==> src/common/gpo_ctrl_pkg.sv <==
// Constants shared by the general purpose output control block
package gpo_ctrl_pkg;

  // Register offsets
  localparam logic [7:0] OFS_OUT3_DELAY      = 8'h0E;
  localparam logic [7:0] OFS_OUT_CTRL_FIRST  = 8'h0F;
  localparam logic [7:0] OFS_OUT_CTRL_SECOND = 8'h10;
  localparam logic [7:0] OFS_DEVICE_CONFIG   = 8'h11;

  // Reset values
  localparam logic [7:0] RST_OUT3_DELAY      = 8'h00;
  localparam logic [7:0] RST_OUT_CTRL_FIRST  = 8'hAA;
  localparam logic [7:0] RST_OUT_CTRL_SECOND = 8'h0A;
  localparam logic [7:0] RST_DEVICE_CONFIG   = 8'h3C;

  // Delay register fields
  localparam int OFF_DLY_LSB = 4;
  localparam int ON_DLY_LSB  = 0;
  localparam int DLY_W       = 4;

  // First control register fields
  localparam int OUT2_OD_BIT   = 7;
  localparam int OUT2_GATE_LSB = 5;
  localparam int OUT2_VAL_BIT  = 4;
  localparam int OUT1_OD_BIT   = 3;
  localparam int OUT1_GATE_LSB = 1;
  localparam int OUT1_VAL_BIT  = 0;

  // Second control register fields
  localparam int OUT3_FUNC_BIT = 5;
  localparam int OUT2_FUNC_BIT = 4;
  localparam int OUT3_OD_BIT   = 3;
  localparam int OUT3_GATE_LSB = 1;
  localparam int OUT3_VAL_BIT  = 0;

  // Configuration register fields
  localparam int ON_STEP_BIT  = 7;
  localparam int OFF_STEP_BIT = 6;

  // Timing
  localparam int T_STEP_NS     = 500000;
  localparam int CLK_PERIOD_NS = 40;
  localparam int STEP_CYCLES   = T_STEP_NS / CLK_PERIOD_NS;
  localparam int STEP_MULT_L   = 1;
  localparam int STEP_MULT_H   = 2;
  localparam int MAX_CODE      = 15;

  // Enable-pin gating choices
  typedef enum logic [1:0] {
    GATE_NONE  = 2'b00,
    GATE_EN_A  = 2'b01,
    GATE_EN_B  = 2'b10,
    GATE_EN_C  = 2'b11
  } gate_type;

endpackage : gpo_ctrl_pkg

==> src/rtl/gpo_delay_and_output_control.sv <==
// Output control registers, delay timer and pin drivers for three outputs
// Register map
// Four byte-wide registers sit at consecutive offsets. The first holds the
// two delay codes of the third output, off code in the upper nibble and on
// code in the lower one. The second and third hold the value, gating and
// drive type of the outputs. The fourth holds the two step selects; its
// other bits belong to neighbouring blocks and are only stored here.
//
// Access
// A write lands on the clock edge that sees the write strobe, and the new
// value steers the pins one edge later. A read is captured on the edge
// that sees the read strobe, so read data lags the strobe by one cycle.
// Read data then holds until the next read strobe. A read and a write in
// the same cycle return the old value. Offsets outside the map read zero
// and ignore writes. No wait states are inserted.
//
// Stored defaults
// A pulse on the load input copies all four stored default bytes at once.
// The load wins over a write in the same cycle, because the defaults must
// not be half overwritten while a neighbour is restoring them. Reset uses
// the fixed constants, so a load is still needed after every reset.
//
// Gating
// Each output has a two-bit field that either passes its value bit alone
// or ANDs it with one of the three enable pins. Enable pins are taken as
// already synchronous; a neighbour must resynchronise them if they are
// not, or a glitch could start the delay timer by mistake.
//
// Delay timer
// Only the third output has a timer. Its control signal is the gated value
// of that output. Each edge of the control signal picks the code for its
// direction and the step length from the matching step select, then loads
// the down counter. When the counter runs out, the delayed level follows
// the control level. Any edge while a change waits cancels it and starts
// over, so a short pulse shorter than the delay never reaches the pin.
// A zero code moves the delayed level on the very next edge.
// The step length is a parameter in clock cycles; the default gives half
// a millisecond at the nominal clock. With a different clock, the user
// must set it to match, and the counter width must hold fifteen doubled
// steps, which the check at time zero reports as an error otherwise.
//
// Pins
// Every pin has a level and an enable, both registered, so the outputs
// never glitch while the gating logic settles. Push-pull drives both
// levels. Open-drain drives low and releases the pin for a high level,
// leaving the pull-up to raise it; the line therefore rises slower than
// it falls. The second pin keeps its drive type when it carries the
// power-good signal. The third pin is released when it serves as clock
// input, and its delay timer still runs, so switching the role back to
// output shows the level that the timer has reached meanwhile.
//
// Reset
// Reset is synchronous and clears the pins to released, the read data to
// zero and the timer to level low with nothing pending. Registers take
// their documented constants at the same edge.
//
// Limitations
// There is no interrupt and no status. Reserved bits of the second control
// register are stored as written and read back, but steer nothing.
module gpo_delay_and_output_control
  import gpo_ctrl_pkg::*;
#(
  parameter int STEP_CLKS = STEP_CYCLES,   // Cycles in half a millisecond
  parameter int CNT_W     = 20             // Delay counter width
) (
  // Clock and reset
  input  wire logic       clk_sys,
  input  wire logic       sys_rst,
  // Register port
  input  wire logic [7:0] reg_addr,
  input  wire logic [7:0] reg_wdata,
  input  wire logic       reg_wr,
  input  wire logic       reg_rd,
  output logic      [7:0] reg_rdata,
  // One-time memory defaults
  input  wire logic       otp_load,
  input  wire logic [7:0] otp_out3_delay,
  input  wire logic [7:0] otp_ctrl_first,
  input  wire logic [7:0] otp_ctrl_second,
  input  wire logic [7:0] otp_config,
  // Enable input pins and power-good source
  input  wire logic       enable_pin_a,
  input  wire logic       enable_pin_b,
  input  wire logic       enable_pin_c,
  input  wire logic       power_good_indicator,
  // Output pins, index 0 first output, 1 second, 2 third
  output logic      [2:0] pin_out,
  output logic      [2:0] pin_oe,
  // Pin function flags for neighbouring blocks
  output logic            out2_pin_is_output,
  output logic            out3_pin_is_output
);

  // Refuse a counter too narrow for the longest delay
  initial begin
    if (STEP_CLKS < 1 ||
        (longint'(MAX_CODE) * STEP_MULT_H * STEP_CLKS) >= (64'd1 << CNT_W))
      $error("gpo block: CNT_W too small for STEP_CLKS");
  end

  // Register state
  logic [7:0] out3_delay_ff, nxt_out3_delay;        // Delay codes
  logic [7:0] out_ctrl_first_ff, nxt_out_ctrl_first; // First control
  logic [7:0] out_ctrl_second_ff, nxt_out_ctrl_second; // Second control
  logic [7:0] device_config_ff, nxt_device_config;  // Step selects etc.
  logic [7:0] rdata_ff, nxt_rdata;                  // Read data

  // Register writes, reset constants and one-time memory loads
  always_comb begin
    nxt_out3_delay      = out3_delay_ff;
    nxt_out_ctrl_first  = out_ctrl_first_ff;
    nxt_out_ctrl_second = out_ctrl_second_ff;
    nxt_device_config   = device_config_ff;
    if (otp_load) begin
      // Stored defaults replace every field at once
      nxt_out3_delay      = otp_out3_delay;
      nxt_out_ctrl_first  = otp_ctrl_first;
      nxt_out_ctrl_second = otp_ctrl_second;
      nxt_device_config   = otp_config;
    end else if (reg_wr) begin
      // Reserved bits of the second register are kept as written
      unique case (reg_addr)
        OFS_OUT3_DELAY:      nxt_out3_delay      = reg_wdata;
        OFS_OUT_CTRL_FIRST:  nxt_out_ctrl_first  = reg_wdata;
        OFS_OUT_CTRL_SECOND: nxt_out_ctrl_second = reg_wdata;
        OFS_DEVICE_CONFIG:   nxt_device_config   = reg_wdata;
        default: ;                               // Unmapped: ignored
      endcase
    end
  end

  // Read data, captured on the read strobe; unmapped reads zero
  always_comb begin
    nxt_rdata = rdata_ff;
    if (reg_rd) begin
      unique case (reg_addr)
        OFS_OUT3_DELAY:      nxt_rdata = out3_delay_ff;
        OFS_OUT_CTRL_FIRST:  nxt_rdata = out_ctrl_first_ff;
        OFS_OUT_CTRL_SECOND: nxt_rdata = out_ctrl_second_ff;
        OFS_DEVICE_CONFIG:   nxt_rdata = device_config_ff;
        default:             nxt_rdata = 8'h00;
      endcase
    end
  end

  // Register flops
  always_ff @(posedge clk_sys) begin
    if (sys_rst) begin
      out3_delay_ff      <= RST_OUT3_DELAY;
      out_ctrl_first_ff  <= RST_OUT_CTRL_FIRST;
      out_ctrl_second_ff <= RST_OUT_CTRL_SECOND;
      device_config_ff   <= RST_DEVICE_CONFIG;
      rdata_ff           <= 8'h00;
    end else begin
      out3_delay_ff      <= nxt_out3_delay;
      out_ctrl_first_ff  <= nxt_out_ctrl_first;
      out_ctrl_second_ff <= nxt_out_ctrl_second;
      device_config_ff   <= nxt_device_config;
      rdata_ff           <= nxt_rdata;
    end
  end

  assign reg_rdata = rdata_ff;

  // Per-output fields gathered as arrays for the gating loop
  logic [2:0] val_bit;     // Programmed level per output
  logic [2:0] od_bit;      // Open-drain select per output
  gate_type   gate_sel [3]; // Enable-pin gating per output
  logic [2:0] gated;       // Level after enable-pin gating

  assign val_bit[0]  = out_ctrl_first_ff[OUT1_VAL_BIT];
  assign val_bit[1]  = out_ctrl_first_ff[OUT2_VAL_BIT];
  assign val_bit[2]  = out_ctrl_second_ff[OUT3_VAL_BIT];
  assign od_bit[0]   = out_ctrl_first_ff[OUT1_OD_BIT];
  assign od_bit[1]   = out_ctrl_first_ff[OUT2_OD_BIT];
  assign od_bit[2]   = out_ctrl_second_ff[OUT3_OD_BIT];
  assign gate_sel[0] =
    gate_type'(out_ctrl_first_ff[OUT1_GATE_LSB +: 2]);
  assign gate_sel[1] =
    gate_type'(out_ctrl_first_ff[OUT2_GATE_LSB +: 2]);
  assign gate_sel[2] =
    gate_type'(out_ctrl_second_ff[OUT3_GATE_LSB +: 2]);

  // Gating: value bit alone, or ANDed with the chosen enable pin
  generate
    for (genvar i = 0; i < 3; i++) begin : g_gate
      always_comb begin
        unique case (gate_sel[i])
          GATE_NONE: gated[i] = val_bit[i];
          GATE_EN_A: gated[i] = val_bit[i] & enable_pin_a;
          GATE_EN_B: gated[i] = val_bit[i] & enable_pin_b;
          GATE_EN_C: gated[i] = val_bit[i] & enable_pin_c;
        endcase
      end
    end
  endgenerate

  // Third output delay timer state
  logic             ctrl_prev_ff, nxt_ctrl_prev;  // Last control level
  logic             out3_lvl_ff, nxt_out3_lvl;    // Delayed level
  logic             pend_ff, nxt_pend;            // Change pending
  logic [CNT_W-1:0] cnt_ff, nxt_cnt;              // Cycles left
  logic [DLY_W-1:0] code;                         // Code for this edge
  logic [CNT_W-1:0] step_len;                     // Cycles per code step

  // Pick the code and step length by the edge direction.
  // Separate step selects let on and off delays differ in range.
  always_comb begin
    if (gated[2]) begin
      code     = out3_delay_ff[ON_DLY_LSB +: DLY_W];
      step_len = device_config_ff[ON_STEP_BIT] ?
                 CNT_W'(STEP_MULT_H * STEP_CLKS) :
                 CNT_W'(STEP_MULT_L * STEP_CLKS);
    end else begin
      code     = out3_delay_ff[OFF_DLY_LSB +: DLY_W];
      step_len = device_config_ff[OFF_STEP_BIT] ?
                 CNT_W'(STEP_MULT_H * STEP_CLKS) :
                 CNT_W'(STEP_MULT_L * STEP_CLKS);
    end
  end

  // Timer next state: an edge reloads, a zero code acts at once
  always_comb begin
    nxt_ctrl_prev = gated[2];
    nxt_out3_lvl  = out3_lvl_ff;
    nxt_pend      = pend_ff;
    nxt_cnt       = cnt_ff;
    if (gated[2] != ctrl_prev_ff) begin
      // Any edge cancels whatever change was still waiting
      if (code == '0) begin
        nxt_out3_lvl = gated[2];
        nxt_pend     = 1'b0;
      end else begin
        nxt_cnt  = CNT_W'(CNT_W'(code) * step_len - 1'b1);
        nxt_pend = 1'b1;
      end
    end else if (pend_ff) begin
      if (cnt_ff == '0) begin
        nxt_out3_lvl = ctrl_prev_ff;
        nxt_pend     = 1'b0;
      end else begin
        nxt_cnt = cnt_ff - 1'b1;
      end
    end
  end

  // Timer flops
  always_ff @(posedge clk_sys) begin
    if (sys_rst) begin
      ctrl_prev_ff <= 1'b0;
      out3_lvl_ff  <= 1'b0;
      pend_ff      <= 1'b0;
      cnt_ff       <= '0;
    end else begin
      ctrl_prev_ff <= nxt_ctrl_prev;
      out3_lvl_ff  <= nxt_out3_lvl;
      pend_ff      <= nxt_pend;
      cnt_ff       <= nxt_cnt;
    end
  end

  // Pin driver state
  logic [2:0] pin_out_ff, nxt_pin_out;  // Pin output levels
  logic [2:0] pin_oe_ff, nxt_pin_oe;    // Pin output enables
  logic       f2_ff, nxt_f2;            // Second pin is an output
  logic       f3_ff, nxt_f3;            // Third pin is an output
  logic [2:0] lvl;                      // Wanted level per pin
  logic [2:0] drive;                    // Pin driven at all

  // Level and role of each pin
  always_comb begin
    nxt_f2   = out_ctrl_second_ff[OUT2_FUNC_BIT];
    nxt_f3   = out_ctrl_second_ff[OUT3_FUNC_BIT];
    lvl[0]   = gated[0];
    drive[0] = 1'b1;
    // Power-good role keeps the drive type choice of bit 7
    lvl[1]   = nxt_f2 ? gated[1] : power_good_indicator;
    drive[1] = 1'b1;
    // Clock input role releases the pin entirely
    lvl[2]   = out3_lvl_ff;
    drive[2] = nxt_f3;
  end

  // Push-pull drives both levels; open-drain only pulls low
  always_comb begin
    for (int i = 0; i < 3; i++) begin
      if (!drive[i]) begin
        nxt_pin_out[i] = 1'b0;
        nxt_pin_oe[i]  = 1'b0;
      end else if (od_bit[i]) begin
        nxt_pin_out[i] = 1'b0;
        nxt_pin_oe[i]  = ~lvl[i];
      end else begin
        nxt_pin_out[i] = lvl[i];
        nxt_pin_oe[i]  = 1'b1;
      end
    end
  end

  // Pin flops; reset releases all pins, then they follow the register values one edge later
  always_ff @(posedge clk_sys) begin
    if (sys_rst) begin
      pin_out_ff <= 3'h0;
      pin_oe_ff  <= 3'h0;
      f2_ff      <= 1'b0;
      f3_ff      <= 1'b0;
    end else begin
      pin_out_ff <= nxt_pin_out;
      pin_oe_ff  <= nxt_pin_oe;
      f2_ff      <= nxt_f2;
      f3_ff      <= nxt_f3;
    end
  end

  assign pin_out            = pin_out_ff;
  assign pin_oe             = pin_oe_ff;
  assign out2_pin_is_output = f2_ff;
  assign out3_pin_is_output = f3_ff;

endmodule : gpo_delay_and_output_control

==> config.mk <==
export PLATFORM = sky130hd
export DESIGN_NAME = gpo_delay_and_output_control
export DESIGN_NICKNAME = d
export VERILOG_FILES = /design/src/common/gpo_ctrl_pkg.sv /design/src/rtl/gpo_delay_and_output_control.sv
export SDC_FILE = /design/constraint.sdc
export NUM_CORES = 1
export LEC_CHECK = 0
export CAP_MARGIN = 20
export CORE_UTILIZATION = 65
export DETAILED_ROUTE_END_ITERATION = 10
export DONT_BUFFER_PORTS = 1
export GPL_TIMING_DRIVEN = 0
export PLACE_DENSITY = 0.81
export SLEW_MARGIN = 10
export SYNTH_ARGS = -nofsm -noshare
export SYNTH_HDL_FRONTEND = slang
export SYNTH_SLANG_ARGS = --single-unit
==> constraint.sdc <==
create_clock -name clk_sys -period 7.1 [get_ports clk_sys]
set_clock_uncertainty 0.05 [all_clocks]
set_input_delay 1.42 -clock clk_sys [delete_from_list [all_inputs] [get_ports clk_sys]]
set_output_delay 1.42 -clock clk_sys [all_outputs]
set_load 0.01 [all_outputs]
# --- After elaboration in Yosys (flattened, before gate mapping) ---
# Index checks and enable logic that the tools add are counted.
totals:
  input_bits: 57
  output_inout_bits: 16
  reg_bits: 71
  elab_cells: 107
op_classes:
  addsub: 2
  reduce_logical: 22
  n_bitwise: 13
  multipliers: 1
  eq_ne: 17
  muxes: 36
ops:
  columns: ["op", "n"]
  rows:
  - ["2-to-1 mux 8 bit", 12]
  - ["2-to-1 mux 20 bit", 4]
  - ["2-to-1 mux 15 bit", 3]
  - ["subtractor 20 x 1 -> 20 bit, second input constant", 2]
  - ["one-hot mux 8 bit (4 select lines)", 1]
  - ["logical NOT 20 bit", 1]
  - ["multiplier 4 x 20 -> 20 bit", 1]
  - ["equality test 8 x 4 -> 1 bit, second input constant", 2]
  - ["equality test 8 x 5 -> 1 bit, second input constant", 2]
  - ["nonzero test 2 bit", 7]
  - ["equality test 2 bit, second input constant", 6]
  - ["2-to-1 mux 1 bit", 12]
  - ["one-hot mux 1 bit (4 select lines)", 3]
  - ["bitwise AND 1 bit", 9]
  - ["AND reduction 2 bit", 4]
  - ["equality test 2 x 1 -> 1 bit, second input constant", 3]
  - ["logical NOT 2 bit", 3]
  - ["AND reduction 3 bit", 2]
  - ["OR reduction 2 bit", 3]
  - ["logical NOT 4 bit", 1]
  - ["2-to-1 mux 4 bit", 1]
  - ["!= test 2 bit, second input constant", 2]
  - ["NOT 1 bit", 4]
  - ["OR reduction 3 bit", 1]
  - ["other kinds (2)", 2]

# --- Depth between registers and ports, before layout ---
logic_depth:
  ltp_word: 7
  ltp_mapped: 19
  mapped_depth_nobuf: 18

# --- Worst setup path before layout ---
# Ideal clock, no wire load.
synth_path:
  path_type: "in2reg"
  start: "input port enable_pin_c"
  end: "register cnt_ff[15]"
  required_time_ps: 6933
  n_path_buf: 1
  setup_time_ps: 117
  path_slack_ps: 985
  t_arrival_ps: 5947
  cell_stages: 18
  path_cell_list: "mux2i_1 a211oi_1 buf_4 mux2i_1 nand2b_1 ha_1 inv_1 fa_1 inv_1 fa_1 inv_1 ha_1 o211a_1 o31a_1 o211a_1 or3_1 a31o_2 a32o_1"
synth_between:
  elab_chain_cells: 7
  word_cells_on_any_way: 14
  classes_between: "1 x add/sub; 1 x mul; 3 x eq/ne; 5 x mux; 1 x bitwise; 3 x reduce/logical"
synth_lines:
  columns: ["item", "line_no", "source"]
  rows:
  - ["start: declaration", "gpo_delay_and_output_control.sv:84", "input wire logic enable_pin_c,"]
  - ["bitwise AND 1 bit *", "gpo_delay_and_output_control.sv:192", "GATE_EN_C: gated[i] = val_bit[i] & enable_pin_c;"]
  - ["one-hot mux 1 bit (4 select lines) *", "gpo_delay_and_output_control.sv:188", "unique case (gate_sel[i])"]
  - ["net gated[2]", "gpo_delay_and_output_control.sv:169", "logic [2:0] gated;"]
  - ["2-to-1 mux 4 bit / 2-to-1 mux 15 bit (equally long branches)", "gpo_delay_and_output_control.sv:209", "if (gated[2]) begin"]
  - ["multiplier 4 x 20 -> 20 bit", "gpo_delay_and_output_control.sv:234", "nxt_cnt = CNT_W'(CNT_W'(code) * step_len - 1'b1);"]
  - ["subtractor 20 x 1 -> 20 bit", "gpo_delay_and_output_control.sv:234", null]
  - ["2-to-1 mux 20 bit", "gpo_delay_and_output_control.sv:230", "if (code == '0) begin"]
  - ["2-to-1 mux 20 bit", "gpo_delay_and_output_control.sv:228", "if (gated[2] != ctrl_prev_ff) begin"]
  - ["end signal: assignment", "gpo_delay_and_output_control.sv:258", "cnt_ff <= nxt_cnt;"]
  - ["end: declaration", "gpo_delay_and_output_control.sv:202", "logic [CNT_W-1:0] cnt_ff, nxt_cnt;"]
# The timed path passes the listed nets; every way through them passes the cells marked *. The select of a mux whose other input is x is not followed.
# A chain may end at the register's enable or synchronous reset.

# --- Worst setup path in the final report ---
# Ends and elaborated chain as after synthesis.

==> impl_metrics.csv <==
group,metric,value,unit
critical_path,worst_path_most_repeated_cell,"inv_1",
clocking,cts_tree,"done",
power,p_leak,2.22,nW
floorplan,die_w,91.4,µm
timing,finalCritPeriodShare,91.2,%
critical_path,critical_path_required,7.31,ns
critical_path,cpPeakStageDelay,0.85,ns
timing,relSlewSlack,24.1,%
power,power_density,245,mW/mm²
floorplan,die_y,91.4,µm
synth,async_reset_ff_share,0,%
final_layout,fillers,656,
critical_path,crit_type,"in -> reg",
synth,synthSimpleGateAreaFrac,22.6,%
synth,ys_types,67,
synth,synth_top_family_by_area,"compound AO/OA/AOI/OAI gates",
detailed_routing,drt_first_pass_iters,7,
clocking,post_cts_buffers,0,
floorplan,dieArea,0.00836,mm²
min_path,hp-class,"reg -> reg",
critical_path,cp_data_arrival_time,6.69,ns
timing,finalMaxSlewViolations,0,
critical_path,path_buf_inv,4,
synth,synth_edf_count,0,
final_layout,antenna_cells,0,
final_layout,post-route-util,71.5,%
synth,synth_warnings,0,
detailed_routing,drcViolationCount,0,
floorplan,rows,32,
detailed_routing,wl_per_cell,19.2,µm
clocking,cts_root_buf,"clkbuf_8",
synth,synthesis.nets,766,
timing,max_freq,154,MHz
global_routing,grt_pass1_wl,23800,µm
critical_path,critPathTopFamily,"adder cells",
timing,setup_violations,0,
clocking,cts_max_level,3,
timing,rsz0062_at_grt,"false",
placed_design,dp_hpwl,11300,µm
timing,tns,0,ns
synth,synthAdderAreaFrac,12.1,%
clocking,clock_latency,0.36,ns
final_layout,synthToLayoutAreaGrowth,6.21,%
placed_design,routabilityCongestion,0.966,
critical_path,worstPathMaxFanout,11,
floorplan,pin_count,73,
detailed_routing,drt_iter0_drc,306,
final_layout,nets,777,
synth,synth_ff_type,"dfxtp_1",
power,ir_worst_vdd,0.000131,V
critical_path,cpMaxStageDelayCell,"mux2i_1",
synth,synth.avg_cell_area,7.83,µm²
critical_path,cp-end-kind,"flip-flop",
timing,layout_min_cycle_time,6.47,ns
global_routing,grt_pass1_vias,5149,
synth,synth_area,0.00520,mm²
global_routing,globalRouteOverflowTotal,0,
synth,synth-seq-area-share,27.3,%
global_routing,track_usage,36.1,%
detailed_routing,wl,15000,µm
global_routing,antenna_found_initial,0,
clocking,cts-buffers-inserted,9,
synth,synth_mux_area_share,7.60,%
synth,synth_cells,664,
run_status,outcome,"finished clean",
final_layout,stdcell_area,0.00552,mm²
job,drv_cap,0,
timing,worst_pin_slew,1.13,ns
detailed_routing,postRouteAntennaNets,0,
clocking,cts_resized,0,
synth,synth_compound_area_share,23.6,%
final_layout,drive_above_1_share,6.62,%
clocking,hold_buffers,0,
floorplan,initial_core_util,67.3,%
clocking,clock_tree.buffer_depth,2,
detailed_routing,routed_via_density,6.53,
final_layout,layout_common_cells,"78 x a21oi_1, 74 x nand2_1, 71 x dfxtp_1",
clocking,cts.sink_count,71,
detailed_routing,vias,5103,
synth,ys_seq_elements,71,
clocking,clk_pin_slew,0.09,ns
timing,hold_viol,0,
placed_design,dpl-instance-area,0.00533,mm²
critical_path,crit_path_start_kind,"input pin",
final_layout,layout_commonest_cell,"a21oi_1",
timing,hold_ws,0.422,ns
synth,synth_xor_area_share,1.52,%
critical_path,crit_chain,"mux2i_1 > a211oi_1 > buf_4 > mux2i_1 > nand2b_1 > ha_1 > inv_1 > fa_1 > inv_1 > fa_1 > inv_1 > ha_1 > o211a_1 > o31a_1 > o211a_1 > or3_1 > a31o_2 > a32o_1",
global_routing,grt_start_max_net_pins,14,
placed_design,port_buffers,0,
floorplan,coreArea,0.00773,mm²
## layout make-up
type	count	area (µm²)	area share, %
plain buffers	30	123	2.22
clock buffers	10	128	2.31
well taps	102	128	2.31
inverters	40	150	2.72
flip-flops and latches	71	1420	25.7
multi-input cells	523	3510	63.5
clock inverters	6	67.6	1.22
## state kept, by name, summed over array words and instances, names as in the netlist
name and flops:
out3_pin_is_output 1, out2_pin_is_output 1, out_ctrl_second_ff 8, out3_lvl_ff 1, cnt_ff 20, pin_out 3
ctrl_prev_ff 1, pend_ff 1, pin_oe 3, out3_delay_ff 8, device_config_ff 8, reg_rdata 8
out_ctrl_first_ff 8
## cells by family after synthesis
kind of cell / Yosys count
and+or+nand+nor: 236
AOI/OAI and AO/OA: 196
DFF: 71
buffers and inverters: 70
adders and majority gates: 45
muxes: 37
xor gates and xnor gates: 9
## synthesized netlist by cell type (6+ instances only)
library cell	n	area share, %
mux2i_1	22	4.2
nor4_1	6	0.72
nand2b_1	7	0.84
ha_1	36	8.7
dfxtp_1	71	27
o21ai_1	10	0.96
nand3_1	39	3.8
nand2_1	74	5.3
nor2b_1	6	0.72
o21bai_1	6	0.87
nor3_1	14	1.3
a21oi_1	78	7.5
clkbuf_1	24	1.7
mux2_2	12	2.6
o21ai_0	19	1.8
nand4_1	8	0.96
nor2_1	50	3.6
a31oi_1	6	0.72
fa_1	9	3.5
a22oi_1	19	2.7
a21o_1	20	2.9
inv_1	39	2.8
## worst paths after layout
path / endpoint / startpoint / slack (ns) / cells after the start
max: cnt_ff[15] / enable_pin_c / 0.63 / 18
min reg2reg: pin_oe[2] / out3_lvl_ff / 0.42 / 1
min: pin_oe[2] / out3_lvl_ff / 0.42 / 1
max reg2reg: cnt_ff[15] / out_ctrl_second_ff[2] / 1.20 / 18
## where the power goes
group	leakage, nW	switching [mW]	internal [mW]
clock network	0.0933	0.172	0.164
logic	1.55	0.340	0.219
registers	0.581	0.0328	0.428
total	2.22	0.544	0.812
## layer usage
metal	share of wire (%)	vias up	global-route usage (%)
met1	38	2396	38.4
met3	6.9	59	8.21
met2	50	226	63.6
li1	-	2422	-
met5	0	-	0
met4	5.2	0	23.9
## through the flow
stage | worst slack (ns) | power, mW | cells
2_1_floorplan | 0.985 | 0.891 | 664
3_3_place_gp | 0.424 | 0.999 | 766
4_1_cts | 0.637 | 1.35 | 782
5_1_grt | 0.300 | 1.43 | 782
6_report | 0.625 | 1.36 | 782
3_5_place_dp | 0.257 | 1.02 | 766
Note: power is estimated with default switching activity, not from simulation.
